$ cat config.mk
export PLATFORM = sky130hd
export DESIGN_NAME = program_memory_window_options
export DESIGN_NICKNAME = d
export VERILOG_FILES = /design/src/pkg/rom_window_pkg.sv /design/src/rtl/option_byte_cell.sv /design/src/rtl/program_memory_window_options.sv
export SDC_FILE = /design/constraint.sdc
export NUM_CORES = 1
export LEC_CHECK = 0
export ABC_AREA = 1
export BUFFER_PORTS_ARGS = -buffer_cell sky130_fd_sc_hd__buf_4
export CORE_MARGIN = 2
export CORE_UTILIZATION = 45
export DETAILED_ROUTE_END_ITERATION = 8
export MAX_ROUTING_LAYER = met4
export PLACE_DENSITY = 0.76
export SLEW_MARGIN = 20
export SYNTH_ARGS = -nofsm -noshare
export SYNTH_HDL_FRONTEND = slang
export SYNTH_SLANG_ARGS = --single-unit
$ cat constraint.sdc
create_clock -name ref_clk_i -period 1.26 [get_ports ref_clk_i]
set_input_delay 0 -clock ref_clk_i [delete_from_list [all_inputs] [get_ports ref_clk_i]]
set_output_delay 0 -clock ref_clk_i [all_outputs]
set_load 0.005 [all_outputs]
$ cat src/pkg/rom_window_pkg.sv
// package for the program memory window and option bytes block
// assumes an 8-bit internal data bus and a single core clock
package rom_window_pkg;

  localparam logic [7:0]  BLOCK_SELECT_ADDR    = 8'hC9;
  localparam logic [7:0]  WINDOW_BASE_ADDR     = 8'h40;
  localparam logic [7:0]  WINDOW_LAST_ADDR     = 8'h7F;
  localparam int          BLOCK_FIELD_LSB      = 0;
  localparam int          BLOCK_FIELD_W        = 6;
  localparam int          WINDOW_OFFSET_W      = 6;
  localparam int          PROG_ADDR_W          = 12;
  localparam logic [15:0] OPTION_DELIVERED     = 16'h0000;
  localparam logic [15:0] OPTION_RESERVED_MASK = 16'hFC30;
  localparam int          OPT_EXTERNAL_STOP    = 9;
  localparam int          OPT_LOW_VOLTAGE_DET  = 8;
  localparam int          OPT_READ_PROTECT     = 7;
  localparam int          OPT_OSC_RC           = 6;
  localparam int          OPT_NMI_PULLUP       = 3;
  localparam int          OPT_TIMER_PULLUP     = 2;
  localparam int          OPT_WDG_ALWAYS_ON    = 1;
  localparam int          OPT_OSC_SAFEGUARD    = 0;

  // decoded hardware configuration
  typedef struct packed {
    logic external_stop_control;
    logic low_voltage_detector_enable;
    logic read_protect;
    logic osc_rc_select;
    logic nmi_pin_pullup;
    logic timer_pin_pullup;
    logic watchdog_always_on;
    logic osc_safeguard_enable;
  } option_cfg_t;

  // programming tool access to option bytes
  typedef struct packed {
    logic        write;
    logic        read;
    logic        high_byte;
    logic [7:0]  wdata;
  } option_req_t;

endpackage : rom_window_pkg

$ cat src/rtl/option_byte_cell.sv
// one-time-programmable option byte cell
// assumes writes come only from the programming port logic
`timescale 1ns/100ps
module option_byte_cell
  import rom_window_pkg::*;
#(
  parameter logic [7:0] DELIVERED = 8'h00
) (
  // clock and reset
  input  wire logic       ref_clk_i,
  input  wire logic       sys_rst_i,
  // programming
  input  wire logic       program_i,
  input  wire logic [7:0] wdata_i,
  // content
  output logic [7:0]      value_o,
  output logic            burnt_o
);

  // reset models power-up of fuse sense: value returns to delivered, burnt flag clears
  always_ff @(posedge ref_clk_i or posedge sys_rst_i) begin
    if (sys_rst_i) begin
      value_o <= DELIVERED;
    end else if (program_i && !burnt_o) begin
      value_o <= wdata_i;
    end
  end

  always_ff @(posedge ref_clk_i or posedge sys_rst_i) begin
    if (sys_rst_i) begin
      burnt_o <= 1'b0;
    end else if (program_i) begin
      burnt_o <= 1'b1;
    end
  end

endmodule : option_byte_cell

$ cat src/rtl/program_memory_window_options.sv
// data-space window onto program memory plus option bytes
// assumes the core presents one data-space access per cycle and
// program memory returns read data one cycle after the address
`timescale 1ns/100ps

// How it works
// - block-select register decoded at data address C9h
// - window reads 40h..7Fh return bytes from selected block
// - block-select not reset; software writes it first
// - bits 5:0 select block; bits 7:6 reserved, written zero
// - option bytes unmapped; reachable only in programming mode
// - each option byte programs once, later writes ignored until next reset
// - user-programmable option bytes deliver as 00h
// - factory-coded options fixed, no read-back
// - bit 9 allows stop with watchdog if NMI high
// - bit 8 enables low-voltage detector
// - bit 7 blocks external program memory read-out
// - bit 6 selects RC oscillator, else crystal
// - bit 3 enables NMI pin pull-up
// - bit 2 enables timer pin pull-up
// - bit 1 makes watchdog always on
// - bit 0 enables oscillator safeguard
// - block 0 maps 0000h..003Fh, next blocks consecutive
module program_memory_window_options
  import rom_window_pkg::*;
#(
  parameter bit          FACTORY_CODED  = 1'b0,
  parameter logic [15:0] FACTORY_OPTION = 16'h0000
) (
  // clock and reset
  input  wire logic                   ref_clk_i,
  input  wire logic                   sys_rst_i,
  // core data-space bus
  input  wire logic [7:0]             data_addr_i,
  input  wire logic                   data_wr_i,
  input  wire logic                   data_rd_i,
  input  wire logic [7:0]             data_wdata_i,
  output logic                        window_hit_o,
  output logic [7:0]                  window_rdata_o,
  // program memory read port
  output logic [PROG_ADDR_W-1:0]      prog_addr_o,
  output logic                        prog_rd_o,
  input  wire logic [7:0]             prog_rdata_i,
  // programming mode pin and tool port
  input  wire logic                   prog_mode_pin_i,
  input  wire option_req_t            option_req_i,
  output logic [7:0]                  option_rdata_o,
  output logic                        option_ack_o,
  // decoded configuration
  input  wire logic                   nmi_pin_i,
  input  wire logic                   watchdog_active_i,
  output option_cfg_t                 cfg_o,
  output logic                        stop_allowed_o
);

  // elaboration checks: constants the datapath cannot serve are refused
  localparam int OPT_POSITION [8] = '{OPT_EXTERNAL_STOP, OPT_LOW_VOLTAGE_DET, OPT_READ_PROTECT, OPT_OSC_RC,
                                      OPT_NMI_PULLUP, OPT_TIMER_PULLUP, OPT_WDG_ALWAYS_ON, OPT_OSC_SAFEGUARD};

  if (PROG_ADDR_W != BLOCK_FIELD_W + WINDOW_OFFSET_W) begin : g_bad_addr_w
    $error("program address width must equal block plus offset width");
  end

  if (BLOCK_FIELD_LSB + BLOCK_FIELD_W > 8) begin : g_bad_block_field
    $error("block field must fit in the data byte");
  end

  // offset bits of the data address go straight through, so the window must be one aligned block
  if (WINDOW_LAST_ADDR - WINDOW_BASE_ADDR != 8'((1 << WINDOW_OFFSET_W) - 1)) begin : g_bad_window_span
    $error("window span must equal one program memory block");
  end

  if ((WINDOW_BASE_ADDR & 8'((1 << WINDOW_OFFSET_W) - 1)) != 8'h00) begin : g_bad_window_align
    $error("window base must be aligned to one block");
  end

  if ((FACTORY_OPTION & OPTION_RESERVED_MASK) != 16'h0000) begin : g_bad_factory_option
    $error("factory options must leave reserved bits clear");
  end

  if ((OPTION_DELIVERED & OPTION_RESERVED_MASK) != 16'h0000) begin : g_bad_delivered
    $error("delivered option value must leave reserved bits clear");
  end

  // every decoded option bit must sit inside the word and off the reserved bits
  for (genvar g = 0; g < 8; g++) begin : g_opt_position
    if (OPT_POSITION[g] < 0 || OPT_POSITION[g] > 15) begin : g_out_of_word
      $error("option bit position outside the option word");
    end else if (OPTION_RESERVED_MASK[OPT_POSITION[g]]) begin : g_on_reserved
      $error("option bit position falls on a reserved bit");
    end
  end

  logic [BLOCK_FIELD_W-1:0] rom_window_block_select;
  logic                     block_written;
  logic                     rd_pending;
  logic                     mode_meta;
  logic                     mode_sync;
  logic                     nmi_meta;
  logic                     nmi_sync;
  logic                     in_window;
  logic [15:0]              option_word;
  logic [15:0]              option_used;
  logic                     block_wr_hit;
  logic                     window_rd_hit;
  logic                     opt_enabled;
  logic                     opt_write;
  logic                     opt_read;
  logic [1:0]               opt_program;
  logic [7:0]               opt_readback;
  logic                     nmi_allows_stop;

  // register address decode, shared by the register and its written flag
  assign block_wr_hit = data_wr_i && (data_addr_i == BLOCK_SELECT_ADDR);

  // no reset value: the register holds whatever was last written
  // only bits 5:0 stored, reserved bits dropped
  always_ff @(posedge ref_clk_i) begin
    if (block_wr_hit) begin
      rom_window_block_select <= data_wdata_i[BLOCK_FIELD_LSB +: BLOCK_FIELD_W];
    end
  end

  // tracks first write; reads before it return undefined-as-zero
  always_ff @(posedge ref_clk_i or posedge sys_rst_i) begin
    if (sys_rst_i) begin
      block_written <= 1'b0;
    end else if (block_wr_hit) begin
      block_written <= 1'b1;
    end
  end

  assign in_window     = (data_addr_i >= WINDOW_BASE_ADDR) && (data_addr_i <= WINDOW_LAST_ADDR);
  assign window_rd_hit = data_rd_i && in_window;

  // block bits above address low bits
  assign prog_addr_o = {rom_window_block_select, data_addr_i[WINDOW_OFFSET_W-1:0]};
  assign prog_rd_o   = window_rd_hit;

  always_ff @(posedge ref_clk_i or posedge sys_rst_i) begin
    if (sys_rst_i) begin
      rd_pending <= 1'b0;
    end else begin
      rd_pending <= window_rd_hit;
    end
  end

  // returned data registered at the end of the cycle in which it returns, one cycle after the read
  always_ff @(posedge ref_clk_i or posedge sys_rst_i) begin
    if (sys_rst_i) begin
      window_rdata_o <= 8'h00;
    end else if (rd_pending) begin
      window_rdata_o <= block_written ? prog_rdata_i : 8'h00;
    end
  end

  assign window_hit_o = rd_pending;

  // pin synchronisers
  always_ff @(posedge ref_clk_i or posedge sys_rst_i) begin
    if (sys_rst_i) begin
      mode_meta <= 1'b0;
      mode_sync <= 1'b0;
      nmi_meta  <= 1'b0;
      nmi_sync  <= 1'b0;
    end else begin
      mode_meta <= prog_mode_pin_i;
      mode_sync <= mode_meta;
      nmi_meta  <= nmi_pin_i;
      nmi_sync  <= nmi_meta;
    end
  end

  // tool access only while programming mode is held
  // factory parts have no programmable cells, so tool writes and reads are blocked there; requests are still acked
  assign opt_enabled = mode_sync && !FACTORY_CODED;
  assign opt_write   = opt_enabled && option_req_i.write;
  assign opt_read    = opt_enabled && option_req_i.read;

  // one-time cells delivered as zero, one per option byte
  for (genvar b = 0; b < 2; b++) begin : g_option_byte
    assign opt_program[b] = opt_write && (option_req_i.high_byte == 1'(b));

    option_byte_cell #(
      .DELIVERED (OPTION_DELIVERED[8*b +: 8])
    ) u_option_byte (
      .ref_clk_i (ref_clk_i),
      .sys_rst_i (sys_rst_i),
      .program_i (opt_program[b]),
      .wdata_i   (option_req_i.wdata),
      .value_o   (option_word[8*b +: 8]),
      .burnt_o   ()
    );
  end

  // reserved option bits never reach the configuration
  assign option_used = (FACTORY_CODED ? FACTORY_OPTION : option_word) & ~OPTION_RESERVED_MASK;

  always_ff @(posedge ref_clk_i or posedge sys_rst_i) begin
    if (sys_rst_i) begin
      option_ack_o <= 1'b0;
    end else begin
      option_ack_o <= mode_sync && (option_req_i.write || option_req_i.read);
    end
  end

  assign opt_readback = option_req_i.high_byte ? option_word[15:8] : option_word[7:0];

  // read-back only in programming mode, never on factory parts
  always_ff @(posedge ref_clk_i or posedge sys_rst_i) begin
    if (sys_rst_i) begin
      option_rdata_o <= 8'h00;
    end else if (opt_read) begin
      option_rdata_o <= opt_readback;
    end else begin
      option_rdata_o <= 8'h00;
    end
  end

  assign cfg_o.external_stop_control       = option_used[OPT_EXTERNAL_STOP];
  assign cfg_o.low_voltage_detector_enable = option_used[OPT_LOW_VOLTAGE_DET];
  assign cfg_o.read_protect                = option_used[OPT_READ_PROTECT];
  assign cfg_o.osc_rc_select               = option_used[OPT_OSC_RC];
  assign cfg_o.nmi_pin_pullup              = option_used[OPT_NMI_PULLUP];
  assign cfg_o.timer_pin_pullup            = option_used[OPT_TIMER_PULLUP];
  assign cfg_o.watchdog_always_on          = option_used[OPT_WDG_ALWAYS_ON];
  assign cfg_o.osc_safeguard_enable        = option_used[OPT_OSC_SAFEGUARD];

  // stop gating under watchdog
  // the pin is synchronised, so a change reaches the gate two cycles late
  assign nmi_allows_stop = option_used[OPT_EXTERNAL_STOP] && nmi_sync;
  assign stop_allowed_o  = !watchdog_active_i || nmi_allows_stop;

endmodule : program_memory_window_options

# Word level (Yosys, flattened, before mapping)
# Index checks and enable logic that the tools add are counted.
[op_classes] n_eq_ne=1 order_cmp=2 n_mux=3 reduce_logical=16 n_bitwise=1
[ops] cell="8-bit 2-to-1 mux" n=3
[ops] cell="1-bit logical AND" n=11
[ops] cell="8-bit equality test (second input constant)" n=1
[ops] cell="8-bit by 7-bit >= comparator with 1-bit output (second input constant)" n=1
[ops] cell="8-bit by 7-bit <= comparator with 1-bit output (second input constant)" n=1
[ops] cell="1-bit zero test" n=3
[ops] cell="1-bit logical OR" n=2
[ops] cell="1-bit NOT" n=1
[word_totals] elab_cells=37 regBits=47 inputBits=42 output_inout_bits=40

# Logic depth before layout (Yosys ltp)
[logic_depth] depth_word=3 depth_mapped=6 depth_no_buf=5

# Modules after synthesis
# From an unflattened synthesis, not the netlist that was laid out.
[hier_totals] hier_cells=187 hier_area_um2=1858.0
[by_module_without_submodules] mod="program_memory_window_options" cells_per_inst=111 seq_area_each_um2=755.7 n_inst=1 area_per_inst_um2=1134.8
[by_module_without_submodules] mod="option_byte_cell" cells_per_inst=38 seq_area_each_um2=225.2 n_inst=2 area_per_inst_um2=361.6

# Worst setup path before layout
# OpenSTA, ideal clock, no wires.
[synth_timing] path_kind="reg-to-reg" from="register mode_sync" to="register g_option_byte[1].u_option_byte.value_o[0]" path_stages_with_launch=5 arrival_time_ps=836 setup_ps=116 synth_period_minus_slack_ps=952 slack_ps=308 path_buffers=0 required_time_ps=1144 cell_sequence="dfrtp_1 -> nand4_4 -> clkinv_2 -> nand2_1 -> nand2_1"
[synth_between] elab_chain_cells=3
[synth_lines] item="from (decl)" line_no="program_memory_window_options.sv:98" source="logic mode_sync;"
[synth_lines] item="from (signal assigned)" line_no="program_memory_window_options.sv:168" source="mode_sync <= mode_meta;"
[synth_lines] item="1-bit logical AND" line_no="program_memory_window_options.sv:177" source="assign opt_write = opt_enabled && option_req_i.write;"
[synth_lines] item="1-bit logical AND" line_no="program_memory_window_options.sv:182" source="assign opt_program[b] = opt_write && (option_req_i.high_byte == 1'(b));"
[synth_lines] item="1-bit logical AND" line_no="option_byte_cell.sv:24" source="end else if (program_i && !burnt_o) begin"
[synth_lines] item="to (signal assigned)" line_no="option_byte_cell.sv:25" source="value_o <= wdata_i;"
[synth_lines] item="to (decl)" line_no="option_byte_cell.sv:16" source="output logic [7:0] value_o,"
# No other way between the ends.
# A chain may end at the register's enable or synchronous reset.

# Worst setup path after layout
[layout_timing] from="register mode_sync" to="register g_option_byte[0].u_option_byte.value_o[1]"
[layout_between] elab_chain_cells=3
[layout_lines] item="1-bit logical AND" line_no="program_memory_window_options.sv:177"
[layout_lines] item="1-bit logical AND" line_no="program_memory_window_options.sv:182"
[layout_lines] item="1-bit logical AND" line_no="option_byte_cell.sv:24"
[layout_lines] item="to (signal assigned)" line_no="option_byte_cell.sv:25"
[layout_lines] item="to (decl)" line_no="option_byte_cell.sv:16"
# No other way between the ends.

==> results.sh <==
export IMPL_crit_arrival_ps=1380
export IMPL_rows=23
export IMPL_hold_start="option_req_i[8]"
export IMPL_hold_class="in -> reg"
export IMPL_cp_common_cell="nand2_1"
export IMPL_period_minus_slack_ps=1140
export IMPL_fillerInstances=326
export IMPL_drtAntennaViolNets=0
export IMPL_antenna_found_initial=0
export IMPL_dpl_worst_slack_ps=151
export IMPL_reg2reg_to="g_option_byte[0].u_option_byte.value_o[1]"
export IMPL_p_sw_share_pct=22.9
export IMPL_fin_ws_ps=122
export IMPL_drive_above_1_share_pct=32.9
export IMPL_fmax_mhz=879
export IMPL_grt_pass1_vias=1575
export IMPL_post_drt_wl_per_cell_um=12.6
export IMPL_power_density_nw_per_um2=1100
export IMPL_cts_buffer_depth=2
export IMPL_grt_first_pass_wirelength_um=7220
export IMPL_cp_start_kind="flip-flop"
export IMPL_synth_area_um2=1900
export IMPL_worst_hold_path_endpoint="option_rdata_o[7]"
export IMPL_reg2reg_from="mode_sync"
export IMPL_worstPathRequired_ps=1510
export IMPL_firstDrtPassIters=4
export IMPL_clockPowerShare_pct=36.4
export IMPL_power_uw=3130
export IMPL_vias=1602
export IMPL_yosysWarningCount=0
export IMPL_leakage_uw=0.00149
export IMPL_synth_area_top_cells="dfrtp_1 (54%), nand2_1 (14%), edfxtp_1 (9.5%), buf_4 (6.3%), inv_1 (3.6%)"
export IMPL_place_hpwl_um=2710
export IMPL_die_h_um=69.0
export IMPL_finalHoldViolations=0
export IMPL_gr_total_overflow=0
export IMPL_cpPeakStageDelay_ps=540
export IMPL_synthToLayoutAreaGrowth_pct=49.2
export IMPL_yosysSeqAreaShare_pct=63.4
export IMPL_antennaDiodeCount=0
export IMPL_drt_initial_drc_count=95
export IMPL_die_w_um=69.0
export IMPL_gr_usage_all_layers_pct=19.8
export IMPL_cp_max_fo=8
export IMPL_hold_path_depth=3
export IMPL_internal_power_uw=2420
export IMPL_critical_path_class="reg -> reg"
export IMPL_synth_cell_types=17
export IMPL_cts_tree="yes"
export IMPL_grt_max_degree=42
export IMPL_end_kind="flip-flop"
export IMPL_crit_start="mode_sync"
export IMPL_path_cells="nand3_2, nor2_4, nand2_1, nand2_1"
export IMPL_rsz0062_at_grt="false"
export IMPL_yosysTopAreaCell="dfrtp_1"
export IMPL_place_gp_congestion=0.719
export IMPL_setup_tns_ps=0
export IMPL_ir_drop_v=0.000566
export IMPL_syn_avg_cell_area_um2=9.85
export IMPL_clock_latency_ps=300
export IMPL_io_pins=82
export IMPL_worstMarginPinSlew_ps=500
export IMPL_status="finished clean"
export IMPL_nNetsFinal=333
export IMPL_seqPwrFrac_pct=51.8
export IMPL_wl_um=4310
export IMPL_power_switching_uw=716
export IMPL_netlist_instances=193
export IMPL_dieArea_um2=4760
export IMPL_htreeDepth=2
export IMPL_cts_buffers=5
export IMPL_cp_slowest_cell="dfrtp_1"
export IMPL_clockRootBuffer="clkbuf_8"
export IMPL_reg2reg_slack_ps=120
export IMPL_finalCritPeriodShare_pct=90.3
export IMPL_finalSetupViolCount=0
export IMPL_synth_fp_nets=235
export IMPL_drc_errors=0
export IMPL_core_area_um2=4030
export IMPL_maxCapViolations=0
export IMPL_cts_num_sinks=47
export IMPL_timing_slew_headroom_pct=66.7
export IMPL_routed_via_density=4.68
export IMPL_start_util_pct=47.2
export IMPL_rr_worst_depth=4
export IMPL_port_buffers=79
export IMPL_clock_skew_final_ps=10.7
export IMPL_path_clk_slew_ps=100
export IMPL_synth_seq_cells=47
export IMPL_p_comb_share_pct=11.8
export IMPL_yosysTopAreaCellShare_pct=53.9
export IMPL_slew_violations=0
-- logic make-up after synthesis --
| family | after synthesis | synth area share [%] |
|---|---|---|
| AO/OA/AOI/OAI | 17 | 4.47 |
| buffers and inverters | 38 | 10.8 |
| AND/OR/NAND/NOR | 91 | 21.3 |
| flip-flops | 47 | 63.4 |
-- synth_stat cells --
cell / count
nor2_4: 1
clkinv_2: 1
nor2_1: 3
inv_2: 1
edfxtp_1: 6
o21ai_0: 9
clkbuf_1: 1
buf_2: 1
dfrtp_1: 41
a21oi_1: 8
nand3_2: 1
nand4_4: 2
nand3_1: 10
buf_4: 16
nand2_1: 73
inv_1: 18
nand2_2: 1
-- metal layers --
metal  vias up  track usage (%)  part of all wire (%)
li1        779                -                     -
met2        72             34.9                    52
met4         0             5.23                   1.2
met3         7             6.43                   8.1
met5         -                -                     0
met1       744             21.4                    38
-- critical path: cells and delay by family, from the launching register on --
family           cells  cell delay (ps)
DFF                  1              540
and+or+nand+nor      4              540
-- metrics by stage --
step	cells	utilization, %	instance area (um2)	hold WS, ps
2_1_floorplan	193	-	1900	31.4
3_3_place_gp	306	60.7	2440	109
3_5_place_dp	306	60.7	2440	111
4_1_cts	342	70.4	2840	1.04
5_1_grt	342	70.4	2840	0.353
6_report	342	70.4	2840	9.44
-- worst max-delay path by stage --
stage,end,slack (ps),cells after the start
after floorplan,block_written,310,1
after global placement,g_option_byte[1].u_option_byte.value_o[1],190,4
after detailed placement,g_option_byte[0].u_option_byte.value_o[1],150,4
after CTS,g_option_byte[0].u_option_byte.value_o[1],110,4
after global routing,g_option_byte[0].u_option_byte.value_o[6],40,4
final,g_option_byte[0].u_option_byte.value_o[1],120,4
-- cell usage in the layout (no fill, tap or decap), drive strengths merged --
cell         Yosys  layout
clkinv           1       1
dfrtp           41      41
a21oi            8       8
bufinv           0       1
clkbuf           1       5
nand2           74      74
nand3           11      11
nor2             4       4
o21ai            9       9
inv             19      21
dlygate4sd3      0      28
buf             17      81
nand4            2       2
edfxtp           6       6
-- sequential cells by signal, summed over array words and instances, names as in the netlist --
name                                 cells
mode_sync                                1
g_option_byte.u_option_byte.burnt_o      2
option_ack_o                             1
option_rdata_o                           8
nmi_meta                                 1
window_rdata_o                           8
block_written                            1
mode_meta                                1
rom_window_block_select                  6
nmi_sync                                 1
g_option_byte.u_option_byte.value_o     16
window_hit_o                             1
-- final cells by class --
| cell class | count | area [um2] | share of cell area [%] |
|---|---|---|---|
| flip-flops and latches | 47 | 1210 | 42.5 |
| repair buffers | 109 | 888 | 31.3 |
| multi-input cells | 108 | 490 | 17.3 |
| inverters | 20 | 76.3 | 2.69 |
| clock buffers | 5 | 68.8 | 2.43 |
| well taps | 50 | 62.6 | 2.20 |
| clock inverters | 3 | 45.0 | 1.59 |
-- what timing repair did --
item | in CTS | in global routing
endpoints found under the setup margin | 0 | 0
endpoints found under the hold margin | 75 | 0
hold buffers | 28 | 0
setup buffers | 0 | 0
resized for setup | 0 | 0
-- power groups by stage --
stage	registers (uW)	logic (uW)	clock network, uW
6_report	1620	368	1140
3_3_place_gp	1650	295	0
3_5_place_dp	1650	301	0
5_1_grt	1630	404	1240
4_1_cts	1620	369	1160
2_1_floorplan	1650	97.3	0
Power figures use the tool's default switching activity.
